`config.mk`:
```
export PLATFORM = sky130hd
export DESIGN_NAME = pmc_regs
export DESIGN_NICKNAME = d
export VERILOG_FILES = /design/src/hw/pmc_pkg.sv /design/src/hw/pmc_prescaler.sv /design/src/hw/pmc_byte_lanes.sv /design/src/hw/pmc_regs.sv
export SDC_FILE = /design/constraint.sdc
export NUM_CORES = 1
export LEC_CHECK = 0
export ABC_CLOCK_PERIOD_IN_PS = 3600
export BUFFER_PORTS_ARGS = -buffer_cell sky130_fd_sc_hd__buf_4
export CAP_MARGIN = 20
export CELL_PAD_IN_SITES_DETAIL_PLACEMENT = 1
export CELL_PAD_IN_SITES_GLOBAL_PLACEMENT = 2
export CORE_MARGIN = 3
export CORE_UTILIZATION = 30
export DETAILED_ROUTE_END_ITERATION = 16
export GPL_TIMING_DRIVEN = 0
export HOLD_SLACK_MARGIN = 0.02
export PLACE_DENSITY_LB_ADDON = 0.1
export REMOVE_ABC_BUFFERS = 1
export SLEW_MARGIN = 25
export SYNTH_ARGS = -nofsm -noshare
export SYNTH_HDL_FRONTEND = slang
export SYNTH_SLANG_ARGS = --single-unit
```
`constraint.sdc`:
```
create_clock -name clk -period 3.6 [get_ports clk]
set_clock_uncertainty 0.2 [all_clocks]
set_input_delay 0.36 -clock clk [delete_from_list [all_inputs] [get_ports clk]]
set_output_delay 0.36 -clock clk [all_outputs]
set_load 0.1 [all_outputs]
```
`src/hw/pmc_pkg.sv`:
```
package pmc_pkg;
  localparam logic [5:0] OFS_RESERVED_CONTROL = 6'h00;
  localparam logic [5:0] OFS_SLEEP_CONFIG = 6'h01;
  localparam logic [5:0] OFS_PROCESSOR_CLOCK_DIVIDER = 6'h08;
  localparam logic [5:0] OFS_BUS_A_DIVIDER = 6'h09;
  localparam logic [5:0] OFS_BUS_B_DIVIDER = 6'h0A;
  localparam logic [5:0] OFS_BUS_C_DIVIDER = 6'h0B;
  localparam logic [5:0] OFS_HIGHSPEED_BUS_CLOCK_GATES = 6'h14;
  localparam logic [5:0] OFS_BUS_A_CLOCK_GATES = 6'h18;
  localparam logic [5:0] OFS_BUS_B_CLOCK_GATES = 6'h1C;
  localparam logic [5:0] OFS_BUS_C_CLOCK_GATES = 6'h20;
  localparam logic [5:0] OFS_IRQ_ENABLE_CLEAR = 6'h34;
  localparam logic [5:0] OFS_IRQ_ENABLE_SET = 6'h35;
  localparam logic [5:0] OFS_IRQ_FLAGS = 6'h36;
  localparam logic [5:0] OFS_LAST_RESET_SOURCE = 6'h38;
  localparam logic [1:0] IDLE_FIELD_MASK = 2'h3;
  localparam logic [2:0] PRESCALE_FIELD_MASK = 3'h7;
  localparam logic [31:0] HSB_GATES_MASK = 32'h0000007F;
  localparam logic [31:0] HSB_GATES_RESET = 32'h0000007F;
  localparam logic [31:0] BUS_A_GATES_MASK = 32'h0000007F;
  localparam logic [31:0] BUS_A_GATES_RESET = 32'h0000007F;
  localparam logic [31:0] BUS_B_GATES_MASK = 32'h0000007F;
  localparam logic [31:0] BUS_B_GATES_RESET = 32'h0000007F;
  localparam logic [31:0] BUS_C_GATES_MASK = 32'h001FFFFF;
  localparam logic [31:0] BUS_C_GATES_RESET = 32'h00010000;
  localparam int CLOCK_READY_BIT = 0;
  localparam logic [1:0] IDLE_PROCESSOR = 2'h0;
  localparam logic [1:0] IDLE_HIGHSPEED = 2'h1;
  localparam logic [1:0] IDLE_PERIPHERAL = 2'h2;

  typedef struct packed {
    logic processor;
    logic highspeed;
    logic peripheral;
  } pmc_halt_t;

  typedef struct packed {
    logic [5:0] addr;
    logic [3:0] byteEn;
    logic [31:0] wdata;
    logic write;
    logic read;
  } pmc_req_t;
endpackage

```
`src/hw/pmc_prescaler.sv`:
```
`timescale 1ns/10ps
`default_nettype none
// Power-of-two enable divider; ratio changes only at a period boundary
module pmc_prescaler #(
  parameter int SEL_WIDTH = 3
) (
  input wire logic clk,
  input wire logic reset,
  input wire logic run,
  input wire logic [SEL_WIDTH-1:0] select,
  output logic tick
);
  localparam int CW = (1 << SEL_WIDTH) - 1;
  logic [CW-1:0] count;
  logic [SEL_WIDTH-1:0] active;
  logic [CW-1:0] limit;

  always_comb
  begin
    limit = CW'((1 << active) - 1);
  end

  always_ff @(posedge clk)
  begin
    if (reset)
    begin
      count <= '0;
      active <= '0;
      tick <= 1'b0;
    end
    else if (run)
    begin
      tick <= (count >= limit);
      if (count >= limit)
      begin
        count <= '0;
        // boundary-only switch
        active <= select;
      end
      else
      begin
        count <= count + CW'(1);
      end
    end
    else
    begin
      tick <= 1'b0;
    end
  end
endmodule
`default_nettype wire

```
`src/hw/pmc_byte_lanes.sv`:
```
`timescale 1ns/10ps
`default_nettype none
// Byte-lane merge of a write into a register word
module pmc_byte_lanes (
  input wire logic [31:0] current,
  input wire logic [31:0] wdata,
  input wire logic [3:0] byteEn,
  input wire logic [31:0] writable,
  output logic [31:0] merged
);
  always_comb
  begin
    merged = current;
    for (int i = 0; i < 4; i++)
    begin
      if (byteEn[i])
      begin
        merged[i*8 +: 8] = wdata[i*8 +: 8];
      end
    end
    merged = merged & writable;
  end
endmodule
`default_nettype wire

```
`src/hw/pmc_regs.sv`:
```
// Operation
// Byte, half and word accesses, including direct byte and half lanes.
// Software touches the bus divider registers only with byte transfers.
// Protected registers ignore writes while protection is on.
// Reserved bits always read zero.
// Software writes zero into reserved bit positions.
// Idle field selects which domains halt on wait-for-interrupt.
// Idle 0 processor, 1 adds high-speed bus, 2 adds peripheral.
// Processor prescaler divides main clock by two to the field.
// Control register at zero is reserved, reads zero.
// Each bus prescaler divides by two to the field value.
// Clock gate bit zero stops, one enables module clock.
// Ready flag set by event, write-one clear; enable set/clear; request.
// Prescaler change causes no shortened divided clock pulse.
`timescale 1ns/10ps
`default_nettype none
module pmc_regs (
  input wire logic clk,
  input wire logic reset,
  input wire pmc_pkg::pmc_req_t req,
  input wire logic writeProtect,
  input wire logic waitForInterrupt,
  input wire logic wakeUp,
  input wire logic clockReadyEvent,
  input wire logic [7:0] resetCause,
  output logic [31:0] rdata,
  output logic processorTick,
  output logic busATick,
  output logic busBTick,
  output logic busCTick,
  output pmc_pkg::pmc_halt_t halt,
  output logic [31:0] highspeedGates,
  output logic [31:0] busAGates,
  output logic [31:0] busBGates,
  output logic [31:0] busCGates,
  output logic irqRequest
);
  typedef enum logic [1:0] {
    ST_RUN = 2'b01,
    ST_SLEEP = 2'b10
  } pmc_state_t;

  pmc_state_t state;
  logic [1:0] idleMode;
  logic [2:0] procSel, busASel, busBSel, busCSel;
  logic clockReadyFlag, clockReadyEnable;
  logic [7:0] resetSource;
  logic [31:0] mHsb, mA, mB, mC;
  logic wrOk;

  // Word offset and lane within it
  function automatic logic hit(input logic [5:0] a, input logic [5:0] ofs);
    hit = (a[5:2] == ofs[5:2]);
  endfunction

  function automatic logic [7:0] lane(input logic [31:0] d,
                                      input logic [1:0] l);
    lane = d[l*8 +: 8];
  endfunction

  // protect gate
  assign wrOk = req.write && !writeProtect;

  // lane merge
  pmc_byte_lanes uHsb (.current(highspeedGates), .wdata(req.wdata),
    .byteEn(req.byteEn), .writable(pmc_pkg::HSB_GATES_MASK), .merged(mHsb));
  pmc_byte_lanes uA (.current(busAGates), .wdata(req.wdata),
    .byteEn(req.byteEn), .writable(pmc_pkg::BUS_A_GATES_MASK), .merged(mA));
  pmc_byte_lanes uB (.current(busBGates), .wdata(req.wdata),
    .byteEn(req.byteEn), .writable(pmc_pkg::BUS_B_GATES_MASK), .merged(mB));
  pmc_byte_lanes uC (.current(busCGates), .wdata(req.wdata),
    .byteEn(req.byteEn), .writable(pmc_pkg::BUS_C_GATES_MASK), .merged(mC));

  // Byte registers in word 0 and word 2
  always_ff @(posedge clk)
  begin
    if (reset)
    begin
      idleMode <= 2'h0;
      procSel <= 3'h0;
      busASel <= 3'h0;
      busBSel <= 3'h0;
      busCSel <= 3'h0;
    end
    else if (wrOk)
    begin
      // idle field store
      if (hit(req.addr, pmc_pkg::OFS_SLEEP_CONFIG) && req.byteEn[1])
      begin
        idleMode <= 2'(lane(req.wdata, 2'h1)) & pmc_pkg::IDLE_FIELD_MASK;
      end
      if (hit(req.addr, pmc_pkg::OFS_PROCESSOR_CLOCK_DIVIDER))
      begin
        // processor prescale field
        if (req.byteEn[0])
        begin
          procSel <= 3'(lane(req.wdata, 2'h0)) & pmc_pkg::PRESCALE_FIELD_MASK;
        end
        // bus prescale fields
        if (req.byteEn[1])
        begin
          busASel <= 3'(lane(req.wdata, 2'h1)) & pmc_pkg::PRESCALE_FIELD_MASK;
        end
        if (req.byteEn[2])
        begin
          busBSel <= 3'(lane(req.wdata, 2'h2)) & pmc_pkg::PRESCALE_FIELD_MASK;
        end
        if (req.byteEn[3])
        begin
          busCSel <= 3'(lane(req.wdata, 2'h3)) & pmc_pkg::PRESCALE_FIELD_MASK;
        end
      end
    end
  end

  // Clock gate masks
  always_ff @(posedge clk)
  begin
    if (reset)
    begin
      highspeedGates <= pmc_pkg::HSB_GATES_RESET;
      busAGates <= pmc_pkg::BUS_A_GATES_RESET;
      busBGates <= pmc_pkg::BUS_B_GATES_RESET;
      busCGates <= pmc_pkg::BUS_C_GATES_RESET;
    end
    else if (wrOk)
    begin
      // gate mask writes
      if (hit(req.addr, pmc_pkg::OFS_HIGHSPEED_BUS_CLOCK_GATES))
      begin
        highspeedGates <= mHsb;
      end
      if (hit(req.addr, pmc_pkg::OFS_BUS_A_CLOCK_GATES))
      begin
        busAGates <= mA;
      end
      if (hit(req.addr, pmc_pkg::OFS_BUS_B_CLOCK_GATES))
      begin
        busBGates <= mB;
      end
      if (hit(req.addr, pmc_pkg::OFS_BUS_C_CLOCK_GATES))
      begin
        busCGates <= mC;
      end
    end
  end

  // Interrupt flag and enable; not write-protected
  always_ff @(posedge clk)
  begin
    if (reset)
    begin
      clockReadyFlag <= 1'b0;
      clockReadyEnable <= 1'b0;
      irqRequest <= 1'b0;
    end
    else
    begin
      // set wins over clear
      if (clockReadyEvent)
      begin
        clockReadyFlag <= 1'b1;
      end
      else if (req.write && hit(req.addr, pmc_pkg::OFS_IRQ_FLAGS)
               && req.byteEn[2] && req.wdata[16 + pmc_pkg::CLOCK_READY_BIT])
      begin
        clockReadyFlag <= 1'b0;
      end
      if (req.write && hit(req.addr, pmc_pkg::OFS_IRQ_ENABLE_SET)
          && req.byteEn[1] && req.wdata[8 + pmc_pkg::CLOCK_READY_BIT])
      begin
        clockReadyEnable <= 1'b1;
      end
      else if (req.write && hit(req.addr, pmc_pkg::OFS_IRQ_ENABLE_CLEAR)
               && req.byteEn[0] && req.wdata[pmc_pkg::CLOCK_READY_BIT])
      begin
        clockReadyEnable <= 1'b0;
      end
      // request level
      irqRequest <= clockReadyFlag && clockReadyEnable;
    end
  end

  // Reset cause captured after reset release
  always_ff @(posedge clk)
  begin
    if (reset)
    begin
      resetSource <= 8'h00;
    end
    else if (state == ST_RUN && resetSource == 8'h00)
    begin
      resetSource <= resetCause;
    end
  end

  // Sleep state: halt per idle level
  always_ff @(posedge clk)
  begin
    if (reset)
    begin
      state <= ST_RUN;
      halt <= '0;
    end
    else
    begin
      case (state)
        ST_RUN:
        begin
          if (waitForInterrupt)
          begin
            state <= ST_SLEEP;
            // idle level encoding
            halt.processor <= 1'b1;
            halt.highspeed <= (idleMode == pmc_pkg::IDLE_HIGHSPEED)
                           || (idleMode == pmc_pkg::IDLE_PERIPHERAL);
            halt.peripheral <= (idleMode == pmc_pkg::IDLE_PERIPHERAL);
          end
        end
        ST_SLEEP:
        begin
          if (wakeUp)
          begin
            state <= ST_RUN;
            halt <= '0;
          end
        end
        default:
        begin
          state <= ST_RUN;
          halt <= '0;
        end
      endcase
    end
  end

  // processor divider
  pmc_prescaler #(.SEL_WIDTH(3)) uProc (.clk(clk), .reset(reset),
    .run(1'b1), .select(procSel), .tick(processorTick));
  // bus dividers
  pmc_prescaler #(.SEL_WIDTH(3)) uBusA (.clk(clk), .reset(reset),
    .run(1'b1), .select(busASel), .tick(busATick));
  pmc_prescaler #(.SEL_WIDTH(3)) uBusB (.clk(clk), .reset(reset),
    .run(1'b1), .select(busBSel), .tick(busBTick));
  pmc_prescaler #(.SEL_WIDTH(3)) uBusC (.clk(clk), .reset(reset),
    .run(1'b1), .select(busCSel), .tick(busCTick));

  // Read data, registered; R4 and R9 reserved bits zero
  always_ff @(posedge clk)
  begin
    if (reset)
    begin
      rdata <= 32'h00000000;
    end
    else if (req.read)
    begin
      rdata <= 32'h00000000;
      case (req.addr[5:2])
        4'h0:
        begin
          rdata <= {22'h000000, idleMode, 8'h00};
        end
        4'h2:
        begin
          rdata <= {5'h00, busCSel, 5'h00, busBSel, 5'h00, busASel,
                    5'h00, procSel};
        end
        4'h5:
        begin
          rdata <= highspeedGates;
        end
        4'h6:
        begin
          rdata <= busAGates;
        end
        4'h7:
        begin
          rdata <= busBGates;
        end
        4'h8:
        begin
          rdata <= busCGates;
        end
        4'hD:
        begin
          // Lane 0 and lane 1 show the enable, lane 2 the flag
          rdata <= {8'h00, 7'h00, clockReadyFlag, 7'h00, clockReadyEnable,
                    7'h00, clockReadyEnable};
        end
        4'hE:
        begin
          rdata <= {24'h000000, resetSource};
        end
        default:
        begin
          rdata <= 32'h00000000;
        end
      endcase
    end
  end
endmodule
`default_nettype wire

```
**Word level (Yosys, flattened, before mapping)**

Cells that the tools add are included.

- Bits in registers: 148
- Latch bits: 0
- Memory bits (writable): 0
- Memory bits (read-only): 0
- Input bits: 58
- Output and inout bits: 168
- Logic and storage cells: 105
- Memories: 0

- Add/subtract/negate cells: 8
- $mul: 0
- Divide/modulo/power cells: 0
- Order comparisons: 4
- Equality and inequality tests: 13
- Shift-type cells: 4
- Muxes and demuxes: 11
- Bitwise gates (word level): 0
- Reduce and logical (&&, ||, !) cells: 33

Operator list:

| cell | count |
|---|---|
| $pmux 27 s8 | 1 |
| $reduce_and 3->1 | 10 |
| $add 7x1->7 const B | 4 |
| $ge 7x7->1 | 4 |
| $shl 1x3->7 const A | 4 |
| $sub 7x2->7 const B | 4 |
| $eq 4x3->1 const B | 3 |
| $eq 4x4->1 const B | 3 |
| $logic_and 1x1->1 | 11 |
| $logic_not 8->1 | 1 |
| $reduce_or 2->1 | 4 |
| $mux 3 | 2 |
| $pmux 3 s2 | 1 |
| $eq 2x1->1 const B | 2 |
| $eq 2x2->1 const B | 2 |
| $eq 4x2->1 const B | 1 |
| $logic_not 4->1 | 1 |
| $mux 1 | 4 |
| $mux 2 | 2 |
| $ne 2x2->1 const B | 2 |
| $pmux 2 s2 | 1 |
| $reduce_and 2->1 | 2 |
| $reduce_bool 2->1 | 2 |
| $logic_not 1->1 | 1 |
| $logic_or 1x1->1 | 1 |

**Logic depth before layout (Yosys ltp)**

Gate-level depths: netlist (run 1).

- Word-level depth: 6
- Mapped depth: 12
- Mapped depth without buffers: 11

**Cells and area by module**

From an unflattened synthesis (run 1), not the netlist that was laid out.

- Cells, all modules: 1501
- Area total of the unflattened synthesis: 12886.1 um2

Modules (own cells, without submodules):

| module | times used | cells each | area each (um2) | seq. area each (um2) |
|---|---|---|---|---|
| pmc_regs | 1 | 949 | 7866.3 | 3783.6 |
| pmc_prescaler | 4 | 70 | 689.4 | 220.2 |
| pmc_byte_lanes | 4 | 68 | 565.5 | 0.0 |

**Worst setup path after synthesis (run 1)**

Ideal clock, no wire load.

- Path kind: register to register
- From: reg uBusB.active[2]
- To: reg uBusB.active[0]
- Library setup time: 73 ps
- Data arrival time: 2781 ps
- Required time: 3327 ps
- Slack: 546 ps
- Stages on the path, launching flop included: 12
- Buffers on the path: 1
- Period minus slack after synthesis: 3054 ps
- Cell sequence: dfxtp_1 -> or3_1 -> ha_1 -> clkbuf_1 -> nor3_1 -> a21oi_1 -> o21a_1 -> ha_1 -> a21o_1 -> a221o_1 -> a41oi_1 -> mux2i_1

- Cells in the longest elaborated chain, start to end: 3

RTL lines:

| what | RTL line | RTL |
|---|---|---|
| from (decl) | pmc_prescaler.sv:15 | `logic [SEL_WIDTH-1:0] active;` |
| from (signal assigned) | pmc_prescaler.sv:38 | `active <= select;` |
| $shl 1x3->7 | pmc_prescaler.sv:20 | `limit = CW'((1 << active) - 1);` |
| $sub 7x2->7 | pmc_prescaler.sv:20 |  |
| $ge 7x7->1 | pmc_prescaler.sv:34 | `if (count >= limit)` |

No other way between the ends.
A chain may end at the register's enable or synchronous reset.

**Worst setup path in the final report (run 1)**

- From: reg uProc.active[2]
- To: reg uProc.active[0]

- Cells in the longest elaborated chain, start to end: 3

RTL lines:

| what | RTL line |
|---|---|
| from (decl) | pmc_prescaler.sv:15 |
| from (signal assigned) | pmc_prescaler.sv:38 |
| $shl 1x3->7 | pmc_prescaler.sv:20 |
| $sub 7x2->7 | pmc_prescaler.sv:20 |
| $ge 7x7->1 | pmc_prescaler.sv:34 |

No other way between the ends.

==> out/qor.yml, run 1 <==
timing:
  grt_setup_unrepaired: "no"
  setup_viol: 0
  post-route-period-util_pct: 92.5
  drv_slew: 0
  hold_viol: 0
  slew_headroom_pct: 37.8
  fmax_mhz: 300
  period_minus_slack_ps: 3330
  worst_pin_slew_ps: 933
outcome:
  status: "finished, final reports clean"
routing:
  drc: 0
  routed_wl_um: 21100
  wl_met3_um: 1240
  drt-vias-per-instance: 4.67
  drt_pre_antenna_iters: 4
  drt_iter0_drc: 213
  detail-route-antenna-nets: 0
  met2WireLength_um: 10600
  vias: 6044
  routed.top_layer: "met4"
  wl_met1_um: 9040
  wl_per_cell_um: 16.3
worst_hold_path:
  hp-class: "primary input to flip-flop"
  whs_endpoint: "clockReadyEnable"
  hold_start: "req[35]"
  hold_path_depth: 3
setup_path:
  path_cells: "or3_1, ha_1, nor3_1, a21oi_1, o21a_1, ha_1, a21o_1, a221o_1, a41oi_1, mux2i_1"
  cpMostUsedCell: "ha_1"
  required_ps: 3750
  critPathKind: "flip-flop to flip-flop"
  worstPathMaxFanout: 7
  start_kind: "flip-flop"
  slowest_stage: "a41oi_1"
  cp-end-kind: "flip-flop"
  r2r_cells: 10
  ff2ff_setup_slack_ps: 270
  timing.rr.start: "uProc.active[2]"
  slowest_delay_ps: 450
  cp_num_buf_inv: 0
  regToRegEndpoint: "uProc.active[0]"
  critical-path-top-delay-family: "compound AO/OA/AOI/OAI gates"
  worstPathArrival_ps: 3480
yosys:
  synth_top_area_share_pct: 37.9
  yosysWarningCount: 0
  synth_edf_count: 0
  syn_inst: 829
  synthMuxAreaShare_pct: 6.43
  synth-seq-cells: 139
  synth_area_per_cell_um2: 8.85
  synth.most_common_cell: "dfxtp_1"
  netlist_area_mm2: 0.00734
  synth.distinct_cells: 59
  yosys_most_used_dff: "dfxtp_1"
  synth_xor_xnor_area_share_pct: 3.34
  yosys-top-cells-area: "dfxtp_1 38%, buf_4 9.8%, ha_1 6.3%"
  synthTopCellsByCount: "139 x dfxtp_1, 96 x buf_4, 69 x nor2_1"
  synth-async-reset-ratio_pct: 0
  synth_simple_gate_area_share_pct: 18.5
  synth-compound-area-share_pct: 14.0
  synth_top_family_by_area: "simple AND/OR/NAND/NOR gates"
  yosysTopAreaCell: "dfxtp_1"
  synth_fa_ha_area_share_pct: 6.31
  yosysSeqAreaShare_pct: 37.9
die:
  initial_utilization_pct: 30.9
  fp.dieH_um: 162
  pin_count: 226
  die_area_mm2: 0.0264
  die_x_um: 162
  core_area_mm2: 0.0238
  rows: 56
final_layout:
  final_cells: 1295
  fin_util_pct: 38.3
  nets: 1059
  seqCellArea_mm2: 0.00278
  nFillCells: 2812
  areaGrowthSynthToFinish_pct: 23.8
  multi_input_area_mm2: 0.00395
  drive_gt1_share_pct: 17.4
  n_antenna_cell: 0
cts:
  cts_tree: "done"
  htreeDepth: 4
  clk_latency_ps: 430
  clock-sinks: 139
  cts_root_buf: "clkbuf_16"
  clock_path_buffers: 2
  numCtsBuffers: 17
  path_clk_slew_ps: 60
placed_design:
  hpwl_um: 15400
  place_congestion: 0.749
  port_buffers: 121
  placed_cells: 1230
grt:
  grt_pass1_wl_um: 33600
  grt_pass1_vias: 6245
  grt_max_degree: 144
  track_usage_pct: 16.1
  antenna_found_initial: 0
  overflow: 0
power_and_ir_drop:
  powerDensity_mw_per_mm2: 472
  ir_drop_mv: 0.272
  leakage_nw: 3.71
flow_run:
  drv_cap: 0
## layout by cell type (no fill, tap or decap), types with 17 or more instances in the layout
cell           netlist  layout
nand3_1             20      20
clkbuf_16            0      17
ha_1                37      37
dfxtp_1            139     139
nand2b_1            25      25
a21oi_1             53      53
inv_1               23      23
nand2_1             56      56
o21ai_0             29      29
conb_1               1      94
a211o_1             21      21
nor2_1              69      69
mux2i_1             46      46
nor3_1              30      30
dlygate4sd3_1        0      34
buf_4               96     124
## worst reg2reg max path, stage by stage, from the launching register on
cell and delay, ps:
dfxtp_1 370, or3_1 420, ha_1 280, nor3_1 210, a21oi_1 80, o21a_1 180, ha_1 320, a21o_1 170
a221o_1 350, a41oi_1 450, mux2i_1 240
## how the worst max path moves through the flow
stage,endpoint,slack (ps),depth (start not counted),startpoint
after floorplan,uBusB.active[0],620,10,uBusB.active[2]
after global placement,busCSel[1],-410,5,req[41]
after CTS,uBusA.active[2],240,10,uBusA.active[1]
after detailed placement,uBusA.active[2],260,10,uBusA.active[1]
after global routing,uProc.active[0],50,10,uProc.active[2]
final,uProc.active[0],270,10,uProc.active[2]
## repair_timing
| item | CTS | global route |
|---|---|---|
| endpoints found under the setup margin | 0 | 1 |
| buffers inserted | 0 | 0 |
| hold buffers | 34 | 0 |
| hold endpoints to repair | 50 | 0 |
| gates resized for setup | 0 | 1 |
## report_power, final
group / switching, W / internal, W / leakage, nW
clock network: 0.000747 / 0.00103 / 0.275
logic: 0.000698 / 0.000164 / 2.31
registers: 0.0000491 / 0.00159 / 1.12
## layout make-up
class / instances / area share, %
multi-input cells: 624 / 43.4
flip-flops and latches: 139 / 30.6
repair buffers: 159 / 14.1
clock buffers: 17 / 4.68
well taps: 319 / 4.39
clock inverters: 14 / 1.79
inverters: 23 / 0.950
## logic make-up (layout without fill, tap and decap cells)
group	Yosys count	count (layout)
fa+ha+maj	37	37
flops	139	139
mux	47	47
compound gates	154	154
other cells	1	94
simple gates	264	264
xor+xnor	28	28
buf+inv	159	213
## routing by layer
| layer | global-route usage (%) | vias up |
|---|---|---|
| met4 | 3.80 | 0 |
| met3 | 4.98 | 14 |
| li1 | - | 2978 |
| met1 | 18.7 | 2901 |
| met5 | 0 | - |
| met2 | 28.8 | 151 |
## state kept, by name, summed over array words and instances, names as in the netlist, 2 cells and up
register,count
busAGates,7
busASel,3
busBGates,7
busBSel,3
busCGates,21
busCSel,3
halt,3
highspeedGates,7
idleMode,2
procSel,3
rdata,24
resetSource,8
uBusA.active,3
uBusA.count,7
uBusB.active,3
uBusB.count,7
uBusC.active,3
uBusC.count,7
uProc.active,3
uProc.count,7
## per-stage QoR
step                worst slack (ps)  power, W  hold WS [ps]  area [µm²]  setup TNS, ps
floorplan                        621   0.00232           229        6790              0
global placement                -409   0.00250           248        8090          -2270
detailed placement               259   0.00251           249        8140              0
CTS                              240   0.00435          30.7        9070              0
global route                    47.3   0.00446          30.9        9090              0
finish                           269   0.00428          49.2        9090              0
Power figures use the tool's default switching activity.
==> run 2: changes to the inputs <==
- CORE_ASPECT_RATIO: unset -> 0.75
==> run 2 against run 1 <==
Effect of this change:
- power grew 4.1%
- final cell count up 0.54%
- die area is essentially flat
- design area rose by 0.72%
- global-route usage up 0.28 points
- sequential power is essentially flat
- first-iteration DRC count did not move
- combinational power fell by 2%
- largest cell class unchanged
==> out/qor.yml, run 2 (synthesis gave the netlist of run 1 again) <==
routing:
  routed_wl_um: 21800  # was 21,100 µm
  drt_pre_antenna_iters: 4  # unchanged
  drt_iter0_drc: 213  # unchanged
  detail-route-antenna-nets: 0  # unchanged
  drt-vias-per-instance: 4.67  # about the same
  wl_per_cell_um: 16.7  # was 16.3 µm
  drc: 0  # unchanged
  vias: 6085  # was 6,044
final_layout:
  final_cells: 1302  # was 1,295
  largest-register: "rdata"  # unchanged
  mostFrequentLayoutCell: "dfxtp_1"  # unchanged
  drive_gt1_share_pct: 17.4  # about the same
  nets: 1059  # unchanged
  n_antenna_cell: 0  # unchanged
  final_cell_mix: "139 x dfxtp_1, 122 x buf_4, 94 x conb_1, 69 x nor2_1, 56 x nand2_1"  # was 139 x dfxtp_1, 124 x buf_4, 94 x conb_1, 69 x nor2_1, 56 x nand2_1
  fin_util_pct: 38.9  # was 38.3%
  nFillCells: 2783  # was 2,812
  areaGrowthSynthToFinish_pct: 24.7  # was 23.8%
  largest_reg_flops: 24  # unchanged
  reg.largest.list: "rdata (24), busCGates (21), resetSource (8)"  # unchanged
  postLayoutCellArea_mm2: 0.00915  # was 0.00909 mm²
power_and_ir_drop:
  powerDensity_mw_per_mm2: 487  # was 472 mW/mm²
  ir_drop_mv: 0.342  # was 0.272 mV
  leakage_nw: 3.75  # was 3.71 nW
  power_w: 0.00446  # was 0.00428 W
setup_path:
  ff2ff_setup_slack_ps: 280  # was 270 ps
  critPathKind: "flip-flop to flip-flop"  # unchanged
  path_cells: "or3_1, ha_1, nor3_1, a21oi_1, o21a_1, ha_1, a21o_1, a221o_1, a41oi_1, mux2i_1"  # unchanged
  required_ps: 3750  # about the same
  r2r_cells: 10  # unchanged
  regToRegEndpoint: "uBusB.active[0]"  # was uProc.active[0]
  critical-path-top-delay-family: "compound AO/OA/AOI/OAI gates"  # unchanged
  start_kind: "flip-flop"  # unchanged
  slowest_delay_ps: 480  # was 450 ps
  cp_num_buf_inv: 0  # unchanged
  timing.rr.start: "uBusB.active[2]"  # was uProc.active[2]
  cpMostUsedCell: "ha_1"  # unchanged
  worstPathArrival_ps: 3470  # was 3480 ps
  slowest_stage: "a41oi_1"  # unchanged
  cp-end-kind: "flip-flop"  # unchanged
  worstPathMaxFanout: 7  # unchanged
grt:
  grt.busiest_layer: "met2"  # unchanged
  grt_pass1_wl_um: 34300  # was 33,600 µm
  overflow: 0  # unchanged
  antenna_found_initial: 0  # unchanged
  grt_pass1_vias: 6274  # was 6,245
  gr-usage-met1_pct: 21.2  # was 18.7%
  track_usage_pct: 16.3  # was 16.1%
  use_met3_pct: 4.99  # was 4.98%
  grtUsageMet2_pct: 26.4  # was 28.8%
  grt_max_degree: 144  # unchanged
timing:
  period_minus_slack_ps: 3320  # was 3330 ps
  grt_setup_unrepaired: "no"  # unchanged
  slew_headroom_pct: 33.9  # was 37.8%
  setup_viol: 0  # unchanged
  drv_slew: 0  # unchanged
  worst_pin_slew_ps: 991  # was 933 ps
  fmax_mhz: 301  # was 300 MHz
  post-route-period-util_pct: 92.2  # was 92.5%
  hold_viol: 0  # unchanged
  worst_hold_slack_ps: 50.6  # was 49.2 ps
cts:
  ctsResizeCount: 0  # unchanged
  clock-sinks: 139  # unchanged
  path_clk_slew_ps: 60  # about the same
  post_cts_buffers: 0  # unchanged
  cts_root_buf: "clkbuf_16"  # unchanged
  hold_buffers: 34  # unchanged
  cts_tree: "done"  # unchanged
  numCtsBuffers: 17  # unchanged
  htreeDepth: 4  # unchanged
  clock_path_buffers: 2  # unchanged
  clk_latency_ps: 430  # about the same
placed_design:
  place_congestion: 0.741  # was 0.749
  port_buffers: 121  # unchanged
  placed_cell_area_mm2: 0.00816  # was 0.00814 mm²
  hpwl_um: 15700  # was 15,400 µm
  placed_cells: 1236  # was 1,230
worst_hold_path:
  whs_endpoint: "clockReadyEnable"  # unchanged
  hp-class: "primary input to flip-flop"  # unchanged
  hold_path_depth: 3  # unchanged
  hold_start: "req[35]"  # unchanged
die:
  rows: 48  # was 56
  die_x_um: 187  # was 162 µm
  die_area_mm2: 0.0264  # about the same
  fp.dieH_um: 141  # was 162 µm
  initial_utilization_pct: 31.2  # was 30.9%
  core_area_mm2: 0.0235  # was 0.0238 mm²
  pin_count: 226  # unchanged
flow_run:
  drv_cap: 0  # unchanged
outcome:
  status: "finished, final reports clean"  # unchanged
-- run 2: final cells by class --
class / count / area [µm²] / area share [%]
Timing Repair Buffer: 159 / 1290 / 14.1
Clock inverter: 15 / 220 / 2.41
Sequential cell: 139 / 2780 / 30.4
Clock buffer: 17 / 425 / 4.65
Tap cell: 325 / 407 / 4.44
Multi-Input combinational cell: 624 / 3940 / 43.0
Inverter: 23 / 86.3 / 0.943
-- run 2: worst reg2reg max path, stage by stage (launching register included) --
cell     delay [ps]
dfxtp_1         360
or3_1           410
ha_1            290
nor3_1          160
a21oi_1          70
o21a_1          190
ha_1            310
a21o_1          190
a221o_1         340
a41oi_1         480
mux2i_1         240
-- run 2: stage by stage --
step / setup WS [ps] / setup TNS (ps)
3_3_place_gp: -711 / -6010
3_5_place_dp: 258 / 0
4_1_cts: 232 / 0
5_1_grt: 61.5 / 0
6_report: 281 / 0
2_1_floorplan: 621 / 0
-- run 2: per-layer routing --
layer,routed length [µm],vias to the layer above
li1,-,2970
met1,10000,2915
met2,9970,180
met3,1490,20
met4,268,0
met5,0,-
-- run 2: how the worst max path moves through the flow --
stage	from	to	depth (start not counted)
finish	uBusB.active[2]	uBusB.active[0]	10
global route	uBusB.active[2]	uBusB.active[0]	10
CTS	uBusC.active[0]	uBusC.active[0]	10
detailed placement	uBusC.active[0]	uBusC.active[0]	10
global placement	req[41]	busCSel[1]	5
floorplan	uBusB.active[2]	uBusB.active[0]	10
-- run 2: report_power, final --
group          switching [W]  internal [W]  total, W
combinational       0.000685      0.000164  0.000849
sequential         0.0000609       0.00159   0.00165
clock               0.000725       0.00123   0.00196
total                0.00147       0.00299   0.00446
==> run 3: changes to the inputs <==
- ABC_AREA: unset -> 1
- CORE_UTILIZATION: 30 -> 28
==> run 3 against run 2 <==
Effect of this change:
- die area up 5.1%
- critical endpoint is now uProc.active[0]
- power down 3.0%
- design area down 1.8%
- synthesized area down 1.7%
- register-to-register slack better by 380 ps
- count of clock-buffer cells in the layout up 3
- critical path type unchanged
- via count up 4.5%
==> out/qor.yml, run 3 <==
outcome:
  status: "finished, final reports clean"  # unchanged
setup_path:
  timing.rr.start: "uProc.active[2]"  # was uBusB.active[2]
  required_ps: 3740  # was 3750 ps
  cp_num_buf_inv: 2  # was 0
  start_kind: "flip-flop"  # unchanged
  worstPathMaxFanout: 10  # was 7
  ff2ff_setup_slack_ps: 660  # was 280 ps
  r2r_cells: 14  # was 10
  slowest_delay_ps: 410  # was 480 ps
  path_cells: "inv_1, nand2_1, ha_1, o21ai_0, a21oi_1, xor2_1, ha_1, nand2_1, inv_1, nand2_1, nand2_1, a21oi_1, nand3_1, o21ai_0"  # was or3_1, ha_1, nor3_1, a21oi_1, o21a_1, ha_1, a21o_1, a221o_1, a41oi_1, mux2i_1
  regToRegEndpoint: "uProc.active[0]"  # was uBusB.active[0]
  critPathKind: "flip-flop to flip-flop"  # unchanged
  cpMostUsedCell: "nand2_1"  # was ha_1
  critical-path-top-delay-family: "compound AO/OA/AOI/OAI gates"  # unchanged
  slowest_stage: "dfxtp_1"  # was a41oi_1
  cp-end-kind: "flip-flop"  # unchanged
  worstPathArrival_ps: 3070  # was 3470 ps
placed_design:
  place_congestion: 0.760  # was 0.741
  pre_cts_ws_ps: 612  # was 258 ps
  hpwl_um: 16500  # was 15,700 µm
  port_buffers: 121  # unchanged
cts:
  numCtsBuffers: 17  # unchanged
  path_clk_slew_ps: 60  # about the same
  htreeDepth: 4  # unchanged
  post_cts_buffers: 0  # unchanged
  clock-sinks: 139  # unchanged
  cts_tree: "done"  # unchanged
  clk_latency_ps: 430  # about the same
  hold_buffers: 33  # was 34
  cts_root_buf: "clkbuf_16"  # unchanged
  ctsResizeCount: 0  # unchanged
  clock_path_buffers: 2  # unchanged
final_layout:
  n_antenna_cell: 0  # unchanged
  fin_util_pct: 35.7  # was 38.9%
  areaGrowthSynthToFinish_pct: 24.5  # was 24.7%
  mostFrequentLayoutCell: "nand2_1"  # was dfxtp_1
  largest-register: "rdata"  # unchanged
  nets: 1221  # was 1,059
  reg.largest.list: "rdata (24), busCGates (21), resetSource (8)"  # unchanged
  drive_gt1_share_pct: 15.1  # was 17.4%
  final_cell_mix: "184 x nand2_1, 139 x dfxtp_1, 126 x nor2_1, 121 x buf_4, 94 x conb_1"  # was 139 x dfxtp_1, 122 x buf_4, 94 x conb_1, 69 x nor2_1, 56 x nand2_1
  largest_reg_flops: 24  # unchanged
worst_hold_path:
  hold_path_depth: 3  # unchanged
  hp-class: "primary input to flip-flop"  # unchanged
  hold_start: "resetCause[1]"  # was req[35]
  whs_endpoint: "resetSource[1]"  # was clockReadyEnable
timing:
  setup_viol: 0  # unchanged
  setup_ws_ps: 665  # was 281 ps
  period_minus_slack_ps: 2940  # was 3320 ps
  hold_viol: 0  # unchanged
  post-route-period-util_pct: 81.5  # was 92.2%
  worst_pin_slew_ps: 954  # was 991 ps
  slew_headroom_pct: 36.2  # was 33.9%
  fmax_mhz: 341  # was 301 MHz
  grt_setup_unrepaired: "no"  # unchanged
  tns_ps: 0  # unchanged
  drv_slew: 0  # unchanged
yosys:
  synth.distinct_cells: 29  # was 59
  synth-async-reset-ratio_pct: 0  # unchanged
  synthTopCellsByCount: "184 x nand2_1, 139 x dfxtp_1, 126 x nor2_1"  # was 139 x dfxtp_1, 96 x buf_4, 69 x nor2_1
  yosysTopAreaCell: "dfxtp_1"  # unchanged
  synth_top_area_share_pct: 38.6  # was 37.9%
  yosysWarningCount: 0  # unchanged
  yosys_most_used_dff: "dfxtp_1"  # unchanged
  synth_area_per_cell_um2: 7.39  # was 8.85 µm²
  synth_edf_count: 0  # unchanged
  syn_inst: 976  # was 829
  synth-seq-cells: 139  # unchanged
  synth.most_common_cell: "nand2_1"  # was dfxtp_1
  yosys-top-cells-area: "dfxtp_1 39%, buf_4 10%, nand2_1 9.6%"  # was dfxtp_1 38%, buf_4 9.8%, ha_1 6.3%
  yosysSeqAreaShare_pct: 38.6  # was 37.9%
  netlist_area_mm2: 0.00721  # was 0.00734 mm²
routing:
  vias: 6358  # was 6,085
  detail-route-antenna-nets: 0  # unchanged
  routed_wl_um: 22300  # was 21,800 µm
  drt_pre_antenna_iters: 4  # unchanged
  drt-vias-per-instance: 4.30  # was 4.67
  drt_iter0_drc: 315  # was 213
  drc: 0  # unchanged
  wl_per_cell_um: 15.1  # was 16.7 µm
die:
  pin_count: 226  # unchanged
  die_area_mm2: 0.0277  # was 0.0264 mm²
  core_area_mm2: 0.0251  # was 0.0235 mm²
  rows: 50  # was 48
  fp.dieH_um: 145  # was 141 µm
  die_x_um: 191  # was 187 µm
  initial_utilization_pct: 28.7  # was 31.2%
grt:
  overflow: 0  # unchanged
  grt_pass1_wl_um: 36000  # was 34,300 µm
  grt_max_degree: 89  # was 144
  antenna_found_initial: 0  # unchanged
  grt_pass1_vias: 6545  # was 6,274
  track_usage_pct: 16.3  # about the same
power_and_ir_drop:
  switching_share_pct: 35.6  # was 33.0%
  power_w: 0.00433  # was 0.00446 W
  ir_drop_mv: 0.317  # was 0.342 mV
  power.share.combinational_pct: 21.8  # was 19.0%
  switchingPower_w: 0.00154  # was 0.00147 W
  p_clk_share_pct: 40.6  # was 43.9%
  powerDensity_mw_per_mm2: 482  # was 487 mW/mm²
  seq_power_share_pct: 37.6  # was 37.1%
  internal_power_w: 0.00278  # was 0.00299 W
  leakage_nw: 4.03  # was 3.75 nW
flow_run:
  drv_cap: 0  # unchanged
==> run 3: changes by cell type in the layout (fill, tap and decap cells not counted), sizes merged, moves of 7 or more <==
cell    previous run  this run
a211o             21         0
mux2i             46         0
nand2b            25         0
nor2b             16         0
nor2              72       135
o21ai             29        78
or3                7         0
nor3              31         4
inv               25        78
nand2             56       186
nand3             20        93
==> run 3: logic make-up (layout without fill, tap and decap cells) <==
kind of cell,count (synthesis),after routing,synth area share [%]
and+or+nand+nor,437,437,26.3
buffers and inverters,197,267,15.5
DFF,139,139,38.6
AOI/OAI and AO/OA,136,136,9.61
adders and majority gates,37,37,6.42
xor gates and xnor gates,29,29,3.52
other,1,94,0.0520
==> run 3: tightest hold or removal path: cells and delay by family <==
family	cells	cell delay, ps
simple gates	1	70
buf+inv	1	80
compound gates	1	120
==> run 3: area by class of cell <==
class	count	area, µm²
clock buffer	20	447
fill	3154	16200
timing repair buffer	154	1240
tap	338	423
sequential	139	2780
clock inverter	12	124
inverter	81	310
multi-input combinational	733	3660
==> run 3: how the worst max path moves through the flow <==
| stage | from | endpoint | slack, ps | cells past startpoint |
|---|---|---|---|---|
| 2_1_floorplan | reset | uBusA.active[0] | 1060 | 3 |
| 3_3_place_gp | reset | uBusC.active[0] | -1310 | 4 |
| 3_5_place_dp | uBusC.active[2] | uBusC.active[0] | 610 | 14 |
| 4_1_cts | uBusC.active[2] | uBusC.active[1] | 590 | 14 |
| 5_1_grt | uProc.active[2] | uProc.active[1] | 160 | 14 |
| 6_report | uProc.active[2] | uProc.active[0] | 660 | 14 |
==> run 3: power by group through the flow <==
stage / Clock (W) / Combinational, W / Sequential (W)
final: 0.00176 / 0.000943 / 0.00163
after global routing: 0.00189 / 0.000999 / 0.00163
after CTS: 0.00181 / 0.000945 / 0.00163
after detailed placement: 0 / 0.000914 / 0.00166
after global placement: 0 / 0.000914 / 0.00166
after floorplan: 0 / 0.000615 / 0.00178
==> run 3: metal layers <==
metal | track usage (%) | up-vias | wire length (µm)
li1 | - | 3273 | -
met1 | 23.5 | 2951 | 11400
met2 | 24.5 | 125 | 9680
met3 | 4.44 | 9 | 1060
met4 | 3.08 | 0 | 143
met5 | 0 | - | 0
==> run 3: stage by stage <==
step	std cells	instance area [µm²]	hold slack (ps)
floorplan	953	6750	223
global placement	1412	8080	245
detailed placement	1412	8080	252
CTS	1477	8980	22.3
global route	1477	8980	40.2
finish	1477	8980	45.4
